===== config.mk =====
export PLATFORM = sky130hd
export DESIGN_NAME = phy_power_save_control
export DESIGN_NICKNAME = d
export VERILOG_FILES = /design/src/include/power_save_pkg.sv /design/src/core/phy_power_save_control.sv
export SDC_FILE = /design/constraint.sdc
export NUM_CORES = 1
export LEC_CHECK = 0
export BUFFER_PORTS_ARGS = -buffer_cell sky130_fd_sc_hd__buf_2
export CORE_MARGIN = 4
export CORE_UTILIZATION = 44
export CTS_CLUSTER_DIAMETER = 40
export DETAILED_ROUTE_END_ITERATION = 16
export PLACE_DENSITY = 0.78
export SYNTH_ARGS = -nofsm -noshare
export SYNTH_HDL_FRONTEND = slang
export SYNTH_SLANG_ARGS = --single-unit

===== constraint.sdc =====
create_clock -name clock_i -period 1.6 [get_ports clock_i]
set_clock_uncertainty 0.15 [all_clocks]
set_input_delay 0.16 -clock clock_i [delete_from_list [all_inputs] [get_ports clock_i]]
set_output_delay 0.16 -clock clock_i [all_outputs]
set_load 0.01 [all_outputs]

===== src/include/power_save_pkg.sv =====
// Package with register map, field positions and power states
package power_save_pkg;

    // ************************************************************
    // Register map
    // ************************************************************
    localparam logic [4:0] BASIC_MODE_CONTROL_ADDR = 5'h00;
    localparam logic [4:0] PHY_SPECIAL_CONTROL_ADDR = 5'h11;
    localparam int BMC_POWER_DOWN_BIT = 11;
    localparam int PSC_SAVE_ENABLE_BIT = 14;
    localparam int PSC_SELECT_HI = 13;
    localparam int PSC_SELECT_LO = 12;
    localparam int PSC_IRQ_OE_BIT = 0;
    localparam logic [15:0] BASIC_MODE_CONTROL_RESET = 16'h0000;
    localparam logic [15:0] PHY_SPECIAL_CONTROL_RESET = 16'h0000;
    localparam logic [15:0] BASIC_MODE_CONTROL_MASK = 16'h0800;
    localparam logic [15:0] PHY_SPECIAL_CONTROL_MASK = 16'h7001;

    // ************************************************************
    // Power-save selections and states
    // ************************************************************
    localparam logic [1:0] SELECT_NONE = 2'h0;
    localparam logic [1:0] SELECT_IEEE_DOWN = 2'h1;
    localparam logic [1:0] SELECT_ACTIVE_SAVE = 2'h2;
    localparam logic [1:0] SELECT_PASSIVE_SAVE = 2'h3;

    typedef enum logic [1:0] {
        ST_NORMAL = 2'h0,
        ST_IEEE_DOWN = 2'h1,
        ST_ACTIVE_SAVE = 2'h3,
        ST_PASSIVE_SAVE = 2'h2
    } power_state_t;

    typedef struct packed {
        logic write;
        logic read;
        logic [4:0] addr;
        logic [15:0] wdata;
    } mgmt_req_t;

endpackage


===== src/core/phy_power_save_control.sv =====
// Power-save mode control reached over the management serial port
`timescale 1ns/10ps
`default_nettype none

// Overview of operation
// Pin low or control bit forces IEEE down
// Management registers stay accessible while down
// Bit 14 gates register-selected power-save modes
// Select 01 enters IEEE power down
// Select 10 enters active energy saving
// Select 11 enters passive energy saving
// Cleared select resumes state held before down
// Pin is power-down input until bit 0 set
// Enable with select 00 stays normal unless a pre-down state is held to resume
module phy_power_save_control import power_save_pkg::*; (
    input wire logic clock_i,
    input wire logic reset_i,
    input wire logic enable_i,
    input wire mgmt_req_t mgmt_req_i,
    input wire logic irq_event_i,
    input wire logic irq_or_powerdown_pin_i,
    output logic irq_or_powerdown_pin_o,
    output logic irq_or_powerdown_pin_oe_n_o,
    output logic [15:0] mgmt_rdata_o,
    output logic mgmt_rvalid_o,
    output logic [1:0] power_state_o,
    output logic [1:0] resume_state_o,
    output logic functions_on_o
);

    // ************************************************************
    // Pin synchroniser
    // ************************************************************
    logic pin_meta_reg, pin_sync_reg;
    logic pin_meta_next, pin_sync_next;

    always_comb begin
        pin_meta_next = pin_meta_reg;
        pin_sync_next = pin_sync_reg;
        if (enable_i) begin
            pin_meta_next = irq_or_powerdown_pin_i;
            pin_sync_next = pin_meta_reg;
        end
    end

    always_ff @(posedge clock_i) begin
        if (reset_i) begin
            pin_meta_reg <= 1'b1;
            pin_sync_reg <= 1'b1;
        end else begin
            pin_meta_reg <= pin_meta_next;
            pin_sync_reg <= pin_sync_next;
        end
    end

    // ************************************************************
    // Registers
    // ************************************************************
    logic [15:0] bmc_reg, bmc_next;
    logic [15:0] psc_reg, psc_next;
    logic [15:0] rdata_reg, rdata_next;
    logic rvalid_reg, rvalid_next;

    // Registers never depend on the power state, so access works in every power state while enable_i is high
    always_comb begin
        bmc_next = bmc_reg;
        psc_next = psc_reg;
        rdata_next = rdata_reg;
        rvalid_next = 1'b0;
        if (enable_i) begin
            if (mgmt_req_i.write) begin
                if (mgmt_req_i.addr == BASIC_MODE_CONTROL_ADDR) begin
                    bmc_next = mgmt_req_i.wdata & BASIC_MODE_CONTROL_MASK;
                end
                if (mgmt_req_i.addr == PHY_SPECIAL_CONTROL_ADDR) begin
                    psc_next = mgmt_req_i.wdata & PHY_SPECIAL_CONTROL_MASK;
                end
            end
            if (mgmt_req_i.read) begin
                rvalid_next = 1'b1;
                case (mgmt_req_i.addr)
                    BASIC_MODE_CONTROL_ADDR: rdata_next = bmc_reg;
                    PHY_SPECIAL_CONTROL_ADDR: rdata_next = psc_reg;
                    default: rdata_next = 16'h0000;
                endcase
            end
        end else begin
            rvalid_next = rvalid_reg;
        end
    end

    always_ff @(posedge clock_i) begin
        if (reset_i) begin
            bmc_reg <= BASIC_MODE_CONTROL_RESET;
            psc_reg <= PHY_SPECIAL_CONTROL_RESET;
            rdata_reg <= 16'h0000;
            rvalid_reg <= 1'b0;
        end else begin
            bmc_reg <= bmc_next;
            psc_reg <= psc_next;
            rdata_reg <= rdata_next;
            rvalid_reg <= rvalid_next;
        end
    end

    // ************************************************************
    // Power state machine
    // ************************************************************
    logic irq_mode;
    logic pin_down;
    logic save_on;
    logic [1:0] select;
    power_state_t state_reg, state_next;
    power_state_t resume_reg, resume_next;
    power_state_t target;
    logic pin_out_reg, pin_out_next;
    logic oe_n_reg, oe_n_next;
    logic on_reg, on_next;

    assign irq_mode = psc_reg[PSC_IRQ_OE_BIT];
    // The pin only powers down while it is an input
    assign pin_down = !irq_mode && !pin_sync_reg;
    assign save_on = psc_reg[PSC_SAVE_ENABLE_BIT];
    assign select = psc_reg[PSC_SELECT_HI:PSC_SELECT_LO];

    always_comb begin
        target = ST_NORMAL;
        if (pin_down || bmc_reg[BMC_POWER_DOWN_BIT]) begin
            target = ST_IEEE_DOWN;
        end else if (save_on) begin
            case (select)
                SELECT_IEEE_DOWN: target = ST_IEEE_DOWN;
                SELECT_ACTIVE_SAVE: target = ST_ACTIVE_SAVE;
                SELECT_PASSIVE_SAVE: target = ST_PASSIVE_SAVE;
                default: target = ST_NORMAL;
            endcase
        end
    end

    always_comb begin
        state_next = state_reg;
        resume_next = resume_reg;
        on_next = on_reg;
        pin_out_next = pin_out_reg;
        oe_n_next = oe_n_reg;
        if (enable_i) begin
            // Only the pre-down state is kept; one level of history
            if (target == ST_IEEE_DOWN) begin
                state_next = ST_IEEE_DOWN;
                if (state_reg != ST_IEEE_DOWN) begin
                    resume_next = state_reg;
                end
            end else if (target != ST_NORMAL) begin
                state_next = target;
                resume_next = ST_NORMAL;
            end else if (save_on && (state_reg == ST_IEEE_DOWN
                         || state_reg == resume_reg)) begin
                // Resumed state is held until the gate or select moves
                state_next = resume_reg;
            end else begin
                state_next = ST_NORMAL;
                resume_next = ST_NORMAL;
            end
            on_next = (state_next != ST_IEEE_DOWN);
            oe_n_next = !irq_mode;
            pin_out_next = !irq_event_i;
        end
    end

    always_ff @(posedge clock_i) begin
        if (reset_i) begin
            state_reg <= ST_NORMAL;
            resume_reg <= ST_NORMAL;
            on_reg <= 1'b1;
            pin_out_reg <= 1'b1;
            oe_n_reg <= 1'b1;
        end else begin
            state_reg <= state_next;
            resume_reg <= resume_next;
            on_reg <= on_next;
            pin_out_reg <= pin_out_next;
            oe_n_reg <= oe_n_next;
        end
    end

    assign power_state_o = state_reg;
    assign resume_state_o = resume_reg;
    assign functions_on_o = on_reg;
    assign mgmt_rdata_o = rdata_reg;
    assign mgmt_rvalid_o = rvalid_reg;
    assign irq_or_powerdown_pin_o = pin_out_reg;
    assign irq_or_powerdown_pin_oe_n_o = oe_n_reg;

    // ************************************************************
    // Checks
    // ************************************************************
    a_bit_forces_down: assert property (
        @(posedge clock_i) disable iff (reset_i)
        enable_i && bmc_reg[BMC_POWER_DOWN_BIT] |=> state_reg == ST_IEEE_DOWN)
        else $error("control bit did not force power down");
    a_pin_forces_down: assert property (
        @(posedge clock_i) disable iff (reset_i)
        enable_i && pin_down |=> state_reg == ST_IEEE_DOWN)
        else $error("pin did not force power down");
    a_read_while_down: assert property (
        @(posedge clock_i) disable iff (reset_i)
        enable_i && mgmt_req_i.read && state_reg == ST_IEEE_DOWN
        |=> mgmt_rvalid_o)
        else $error("read lost during power down");
    a_gate_disabled: assert property (
        @(posedge clock_i) disable iff (reset_i)
        enable_i && !save_on && !pin_down && !bmc_reg[BMC_POWER_DOWN_BIT]
        |=> state_reg == ST_NORMAL)
        else $error("power save active while disabled");
    a_select_down: assert property (
        @(posedge clock_i) disable iff (reset_i)
        enable_i && save_on && select == SELECT_IEEE_DOWN
        |=> state_reg == ST_IEEE_DOWN)
        else $error("select 01 missed power down");
    a_select_active: assert property (
        @(posedge clock_i) disable iff (reset_i)
        enable_i && save_on && select == SELECT_ACTIVE_SAVE && !pin_down
        && !bmc_reg[BMC_POWER_DOWN_BIT] |=> state_reg == ST_ACTIVE_SAVE)
        else $error("select 10 missed active saving");
    a_select_passive: assert property (
        @(posedge clock_i) disable iff (reset_i)
        enable_i && save_on && select == SELECT_PASSIVE_SAVE && !pin_down
        && !bmc_reg[BMC_POWER_DOWN_BIT] |=> state_reg == ST_PASSIVE_SAVE)
        else $error("select 11 missed passive saving");
    a_resume_saved: assert property (
        @(posedge clock_i) disable iff (reset_i)
        enable_i && state_reg != ST_IEEE_DOWN && target == ST_IEEE_DOWN
        |=> resume_reg == $past(state_reg))
        else $error("pre-down state not kept");
    a_resume_return: assert property (
        @(posedge clock_i) disable iff (reset_i)
        enable_i && state_reg == ST_IEEE_DOWN && target == ST_NORMAL && save_on
        |=> state_reg == $past(resume_reg))
        else $error("cleared select did not resume");
    a_resume_holds: assert property (
        @(posedge clock_i) disable iff (reset_i)
        enable_i && state_reg != ST_NORMAL && state_reg == resume_reg
        && target == ST_NORMAL && save_on |=> $stable(state_reg))
        else $error("resumed state not held");
    a_pin_input_mode: assert property (
        @(posedge clock_i) disable iff (reset_i)
        enable_i && !irq_mode |=> irq_or_powerdown_pin_oe_n_o)
        else $error("pin driven while in input mode");
    a_select_zero: assert property (
        @(posedge clock_i) disable iff (reset_i)
        enable_i && target == ST_NORMAL && resume_reg == ST_NORMAL
        |=> state_reg == ST_NORMAL)
        else $error("select 00 left normal");

endmodule

`default_nettype wire


==> results.toml, run 1 <==
[status]
status = "finished, final reports clean"

[sta]
min_period_ns = 1.51
setup_tns_ns = 0
drv_slew = 0
finalSetupViolCount = 0
grt_setup_unrepaired = "false"
fmax_mhz = 663
min_period_over_period = 0.942
finalHoldViolations = 0

[route]
drc_errors = 0
postRouteAntennaNets = 0
vias = 900
drt_iter0_markers = 13
route.met3.wl_um = 146
avgViaCountPerCell = 5.03
detail_route.wl_per_cell_um = 11.9
drt_first_pass_iters = 4
drt-met1-wl_um = 943
highest_layer = "met4"
wl_um = 2130
met2_length_um = 1030

[clocking]
cts.sinks = 20
clk_pin_slew_ns = 0.12
h-tree-depth = 1
cts_buffers = 3
worstSkewPairLatency_ns = 0.30
cts_buffer_depth = 2
clock-root-buffer = "clkbuf_4"
cts_tree = "done"
postCtsSetupBuffers = 0

[placed_design]
hpwl_um = 1570
numPortBuffers = 29
routabilityCongestion = 0.732

[critical_path]
critPathKind = "reg -> reg"
critPathLaunch = "resume_state_o[1]"
endpoint_kind = "flop"
reg2reg_to = "functions_on_o"
critical_path_required_ns = 1.69
crit_path_max_fanout = 5
cp_top_family = "compound AO/OA/AOI/OAI gates"
path_cells = "nand2b_1 > a311o_1 > a31o_1 > a41oi_2"
ff2ff_path_depth = 4
crit_path_end = "functions_on_o"
critPathArrivalTime_ns = 1.60
cp_num_buf_inv = 0
rrSetupSlack_ns = 0.09
cp-start-kind = "flop"
timing.rr.start = "resume_state_o[1]"
cp_num_cells = 4
crit_slowest_cell = "a311o_1"
slowest_delay_ns = 0.37

[final_layout]
antenna_cells = 0
finalNetCount = 181
largest_reg_flops = 5
area_growth_pct = 26.9
drive_above_1_share = 0.276
fillCellCount = 189
regArea_sq_um = 402
multi_input_area_sq_um = 510

[logic_synthesis]
ys_ff_latch = 20
synthFlopType = "dfxtp_1"
synth.cell_area_sq_um = 995
async_reset_ff_frac = 0
postSynthAreaPerCell_sq_um = 8.65
yosys.cell_types.count = 36
yosys_warnings = 0
netlist_instances = 115
synthTopCellsByArea = "dfxtp_1, buf_4, mux2i_1, nand2_1, a21oi_1"
synth_area_leader_cell = "dfxtp_1"
synth_top_area_frac = 0.403
synth.cells.most_frequent = "dfxtp_1, nand2_1, buf_4"
synth-seq-area-share = 0.403
synth_edf_count = 0
synth_most_common_cell = "dfxtp_1"

[pwr]
combPwrFrac = 0.107
max-vdd-ir-drop_mv = 0.740
swShare = 0.219
powerDensity_mw_per_mm2 = 825
p_clk_frac = 0.396
p_int_mw = 0.813
power.switching_mw = 0.228
power_mw = 1.04
p_seq_frac = 0.497
leakagePower_nw = 0.536

[hold_path]
hold_class = "in -> reg"

[global_routing]
antenna_found_initial = 0
grt_pass1_vias = 833
grt_max_degree = 19
gr-total-overflow = 0
grt_pass1_wl_um = 3640
grt_usage = 0.142

[die]
initial_core_util = 0.482
io_pins = 52
core_area_sq_mm = 0.00206
fp.dieH_um = 55.5
std_cell_rows = 16
die_x_um = 55.5
die_area_sq_mm = 0.00309

[flow_run]
drv_cap = 0
## layer usage
metal | vias to the layer above | global-route usage
li1 | 454 | -
met1 | 414 | 0.166
met2 | 30 | 0.257
met3 | 2 | 0.0373
met4 | 0 | 0.0313
met5 | - | 0
## layout by cell type, fill, tap and decap left out, drive strengths merged, types with 3 or more instances in the layout
cell	n
clkbuf	3
nor2	8
dfxtp	20
buf	33
mux2i	7
dlygate4sd3	7
nand2	14
nand3	5
conb	11
inv	5
a21oi	7
o21ai	3
## how the worst min path moves through the flow
stage	from	end	slack, ns	depth (start not counted)
after floorplan	irq_or_powerdown_pin_i	pin_meta_reg	0.14	2
after global placement	irq_or_powerdown_pin_i	pin_meta_reg	0.22	3
after detailed placement	irq_or_powerdown_pin_i	pin_meta_reg	0.24	3
after CTS	mgmt_req_i[20]	mgmt_rdata_o[11]	0.02	4
after global routing	mgmt_req_i[16]	mgmt_rdata_o[11]	0.05	4
final	mgmt_req_i[20]	mgmt_rdata_o[11]	0.02	4
## worst reg2reg max path: cells and delay by family (launching register included)
kind / cells / cell delay, ns
DFF: 1 / 0.35
and+or+nand+nor: 1 / 0.16
AOI/OAI and AO/OA: 3 / 0.79
## timing repair
item | CTS | global route
setup endpoints to repair | 0 | 2
gates resized for setup | 0 | 2
hold endpoints to repair | 7 | 0
hold buffers | 7 | 0
## power by group through the flow
stage / Clock, mW / Combinational, mW / Sequential, mW
6_report: 0.412 / 0.111 / 0.518
5_1_grt: 0.440 / 0.123 / 0.520
4_1_cts: 0.423 / 0.111 / 0.518
3_5_place_dp: 0 / 0.0977 / 0.529
3_3_place_gp: 0 / 0.0947 / 0.528
2_1_floorplan: 0 / 0.0774 / 0.531
## stage by stage
stage               instances  area (sq um)  hold WS, ns  utilization  worst slack (ns)
floorplan                 125          1030        0.138            -             0.118
global placement          168          1130        0.224        0.549             0.126
detailed placement        168          1130        0.242        0.549            0.0613
CTS                       179          1250       0.0201        0.609            0.0362
global route              179          1260       0.0474        0.612            0.0162
finish                    179          1260       0.0235        0.612            0.0922
## cell families after synthesis
logic type | Yosys count | share of synthesized area
AND/OR/NAND/NOR | 41 | 0.205
buffers and inverters | 22 | 0.128
multiplexers | 7 | 0.0704
flip-flops | 20 | 0.403
other | 1 | 0.00377
AO/OA/AOI/OAI | 24 | 0.190
## layout make-up
| cell class | instances | share of cell area |
|---|---|---|
| Clock buffer | 3 | 0.0178 |
| Timing Repair Buffer | 40 | 0.194 |
| Clock inverter | 1 | 0.0238 |
| Tap cell | 27 | 0.0268 |
| Inverter | 5 | 0.0149 |
| Sequential cell | 20 | 0.318 |
| Multi-Input combinational cell | 83 | 0.404 |
Power figures use the tool's default switching activity.
==> inputs of run 2 (changes only) <==
--- a/config.mk
+++ b/config.mk
@@ -7,10 +7,10 @@
 export LEC_CHECK = 0
 export BUFFER_PORTS_ARGS = -buffer_cell sky130_fd_sc_hd__buf_2
 export CORE_MARGIN = 4
-export CORE_UTILIZATION = 44
+export CORE_UTILIZATION = 39
 export CTS_CLUSTER_DIAMETER = 40
 export DETAILED_ROUTE_END_ITERATION = 16
-export PLACE_DENSITY = 0.78
+export PLACE_DENSITY = 0.73
 export SYNTH_ARGS = -nofsm -noshare
 export SYNTH_HDL_FRONTEND = slang
 export SYNTH_SLANG_ARGS = --single-unit
==> constraint.sdc (replaced) <==
create_clock -name clock_i -period 1.2 [get_ports clock_i]
set_clock_uncertainty 0.15 [all_clocks]
set_input_delay 0.12 -clock clock_i [delete_from_list [all_inputs] [get_ports clock_i]]
set_output_delay 0.12 -clock clock_i [all_outputs]
set_load 0.01 [all_outputs]
==> results.toml, run 2 (same netlist as run 1, synthesis figures left out) <==
[clocking]
h-tree-depth = 1
clk_pin_slew_ns = 0.12
cts.sinks = 20
cts_buffer_depth = 2
cts_buffers = 3
clock-root-buffer = "clkbuf_4"
cts_tree = "done"
worstSkewPairLatency_ns = 0.30

[pwr]
max-vdd-ir-drop_mv = 0.812
powerDensity_mw_per_mm2 = 900
leakagePower_nw = 0.633

[hold_path]
hold_start = "mgmt_req_i[21]"
hold_class = "in -> reg"
whs_path_depth = 3
hold_end = "mgmt_rvalid_o"

[final_layout]
final_common_cell = "buf_2"
largest_reg_flops = 5
final_cell_mix = "buf_2, nand2_1, buf_4"
area_growth_pct = 49.2
antenna_cells = 0
fin_cells = 198
fillCellCount = 236
drive_above_1_share = 0.399
finalNetCount = 197

[route]
drt_iter0_markers = 29
met2_length_um = 1180
detail_route.wl_per_cell_um = 11.6
drt_first_pass_iters = 4
postRouteAntennaNets = 0
drt-met1-wl_um = 983
drc_errors = 0
vias = 953
highest_layer = "met3"
avgViaCountPerCell = 4.81
wl_um = 2310
route.met3.wl_um = 147

[die]
initial_core_util = 0.405
core_area_sq_mm = 0.00245
die_x_um = 58.5
fp.dieH_um = 58.5
std_cell_rows = 18
io_pins = 52
die_area_sq_mm = 0.00342

[sta]
grt_setup_unrepaired = "true"
finalSetupViolCount = 5
finalHoldViolations = 0
fmax_mhz = 739
hold_slack_ns = 0.0515
setup_ws_ns = -0.153
drv_slew = 0
min_period_over_period = 1.13
min_period_ns = 1.35

[status]
status = "finished with violations"
violations = "negative setup slack"

[critical_path]
timing.rr.start = "bmc_reg[11]"
critical_path_required_ns = 1.26
critPathKind = "reg -> reg"
crit_path_max_fanout = 5
endpoint_kind = "flop"
critPathArrivalTime_ns = 1.42
ff2ff_path_depth = 4
cp-start-kind = "flop"
rrSetupSlack_ns = -0.15
reg2reg_to = "resume_state_o[0]"

[placed_design]
hpwl_um = 1740
numPortBuffers = 29
dp_cells = 182
routabilityCongestion = 0.796

[global_routing]
grt_pass1_vias = 952
grt_max_degree = 19
antenna_found_initial = 0
gr-total-overflow = 0
grt_pass1_wl_um = 3910
grt_usage = 0.144

[flow_run]
drv_cap = 0
## run 2: worst max path at each step
stage	cells past startpoint	to	startpoint	slack [ns]
4_1_cts	4	resume_state_o[1]	bmc_reg[11]	-0.17
2_1_floorplan	4	functions_on_o	resume_state_o[1]	-0.11
3_5_place_dp	4	resume_state_o[1]	psc_reg[13]	-0.22
6_report	4	resume_state_o[0]	bmc_reg[11]	-0.15
3_3_place_gp	4	resume_state_o[0]	psc_reg[13]	-0.14
5_1_grt	4	resume_state_o[0]	pin_sync_reg	-0.23
## run 2: metrics by stage
step | utilization | TNS (ns) | cell area (sq um) | total power, mW | setup WS, ns
floorplan | - | -0.330 | 1080 | 0.815 | -0.110
global placement | 0.510 | -0.801 | 1250 | 0.847 | -0.137
detailed placement | 0.510 | -1.09 | 1250 | 0.850 | -0.216
CTS | 0.597 | -0.614 | 1470 | 1.35 | -0.167
global route | 0.604 | -0.906 | 1480 | 1.41 | -0.230
finish | 0.604 | -0.523 | 1480 | 1.34 | -0.153
## run 2: where the power goes
group	total [mW]	internal [mW]	switching [mW]
clock network	0.466	0.254	0.212
logic	0.188	0.0965	0.0914
registers	0.683	0.671	0.0114
## run 2: per-layer routing
layer  GRT usage  up-vias
met5           0        -
met4      0.0464        0
met3      0.0285        0
met2       0.252       30
met1       0.177      434
li1            -      489
## run 2: area by class of cell
cell class	instances	area [sq um]	share of cell area
clock buffer	4	47.5	0.0320
sequential	20	419	0.282
inverter	5	18.8	0.0126
tap	30	37.5	0.0253
timing repair buffer	56	403	0.272
multi-input combinational	83	558	0.376
## run 2: critical path: stages (launching register included)
cell and delay (ns):
dfxtp_2 0.34, o21bai_4 0.19, a31oi_4 0.22, o31ai_2 0.11, a221oi_1 0.26
## run 2: what timing repair did
action                                  in CTS  in global routing
endpoints found under the setup margin       8                 10
pin swaps                                    9                  2
hold buffers                                10                  0
hold endpoints to repair                    12                  0
resized for setup                           13                  5
setup buffers                                2                  0
==> inputs of run 3 (changes only) <==
--- a/config.mk
+++ b/config.mk
@@ -10,7 +10,7 @@
 export CORE_UTILIZATION = 39
 export CTS_CLUSTER_DIAMETER = 40
 export DETAILED_ROUTE_END_ITERATION = 16
-export PLACE_DENSITY = 0.73
+export PLACE_DENSITY = 0.76
 export SYNTH_ARGS = -nofsm -noshare
 export SYNTH_HDL_FRONTEND = slang
 export SYNTH_SLANG_ARGS = --single-unit
==> results.toml, run 3 (same netlist as run 1, synthesis figures left out) <==
[clocking]
cts_buffer_depth = 2
cts_buffers = 3
cts_tree = "done"
clock-root-buffer = "clkbuf_4"
h-tree-depth = 1
worstSkewPairLatency_ns = 0.30
cts.sinks = 20
clk_pin_slew_ns = 0.11

[global_routing]
grt_usage = 0.151
grt_pass1_vias = 960
grt_max_degree = 19
gr-total-overflow = 0
grt_pass1_wl_um = 4060
antenna_found_initial = 0

[placed_design]
numPortBuffers = 29
routabilityCongestion = 0.857
hpwl_um = 1830
dpl_cell_area_sq_mm = 0.00123

[pwr]
leakagePower_nw = 0.603
powerDensity_mw_per_mm2 = 882
power_mw = 1.26
max-vdd-ir-drop_mv = 0.705

[critical_path]
endpoint_kind = "flop"
critical_path_required_ns = 1.26
critPathArrivalTime_ns = 1.45
rrSetupSlack_ns = -0.18
crit_path_max_fanout = 5
critPathKind = "reg -> reg"
cp-start-kind = "flop"

[final_layout]
stdcell_area_sq_mm = 0.00142
largest_reg_flops = 5
antenna_cells = 0
drive_above_1_share = 0.399
finalNetCount = 192
final_common_cell = "buf_2"
final_cell_mix = "buf_2, nand2_1, dfxtp_1, buf_4, conb_1"
area_growth_pct = 43.1
fillCellCount = 232

[sta]
setup_ws_ns = -0.183
finalSetupViolCount = 5
setup_tns_ns = -0.703
grt_setup_unrepaired = "true"
min_period_over_period = 1.15
min_period_ns = 1.38
drv_slew = 0
fmax_mhz = 723
finalHoldViolations = 0

[die]
initial_core_util = 0.405
io_pins = 52
die_x_um = 58.5
std_cell_rows = 18
core_area_sq_mm = 0.00245
die_area_sq_mm = 0.00342
fp.dieH_um = 58.5

[hold_path]
hold_class = "in -> reg"

[route]
postRouteAntennaNets = 0
avgViaCountPerCell = 4.94
drt_iter0_markers = 25
vias = 953
drt_first_pass_iters = 4
drc_errors = 0
detail_route.wl_per_cell_um = 12.5
wl_um = 2400

[flow_run]
drv_cap = 0

[status]
violations = "negative setup slack"
status = "finished with violations"
## run 3: cell count changes in the layout (fill, tap and decap cells not counted), sizes merged
cell / delta
buf: -3
dlygate4sd3: -2
## run 3: critical path: stages (launching register included)
cell,delay [ns]
dfxtp_2,0.34
o21bai_4,0.19
a31oi_4,0.26
o31ai_4,0.10
a221oi_2,0.26
## run 3: path summary, 6_finish.rpt
path / start / end / depth (start not counted)
hold reg to reg: mgmt_rdata_o[14] / mgmt_rdata_o[14] / 2
hold / removal: mgmt_req_i[20] / mgmt_rdata_o[11] / 4
setup reg to reg: bmc_reg[11] / resume_state_o[0] / 4
setup / recovery: bmc_reg[11] / resume_state_o[0] / 4
## run 3: power by group
part / internal [mW] / switching (mW) / total (mW) / leakage, nW
combinational: 0.0889 / 0.0935 / 0.182 / 0.416
clock: 0.185 / 0.201 / 0.386 / 0.0210
sequential: 0.675 / 0.0127 / 0.687 / 0.165
## run 3: cell type report
type                            count  area (sq um)  share of cell area
Clock buffer                        4          36.3              0.0255
Multi-Input combinational cell     83           577               0.405
Timing Repair Buffer               51           340               0.239
Sequential cell                    20           414               0.291
Tap cell                           30          37.5              0.0264
Inverter                            5          18.8              0.0132
## run 3: stage by stage
step	cells	setup slack, ns	hold slack, ns	util
finish	193	-0.183	0.0123	0.580
global placement	179	-0.130	0.189	0.501
detailed placement	179	-0.271	0.197	0.501
global route	193	-0.246	0.0328	0.580
floorplan	125	-0.110	0.0984	-
CTS	193	-0.171	0.0126	0.564
## run 3: repair_timing
action                                 in CTS  in global routing
setup endpoints to repair                   5                  7
gates resized for setup                     6                  8
endpoints found under the hold margin      11                  0
hold buffers                                8                  0
pin swaps                                   5                  2
setup buffers                               2                  0
## run 3: per-layer routing
| metal | track usage | up-vias | routed length [um] |
|---|---|---|---|
| li1 | - | 476 | - |
| met1 | 0.169 | 437 | 992 |
| met2 | 0.276 | 36 | 1190 |
| met3 | 0.0439 | 4 | 186 |
| met4 | 0.0397 | 0 | 36 |
| met5 | 0 | - | 0 |
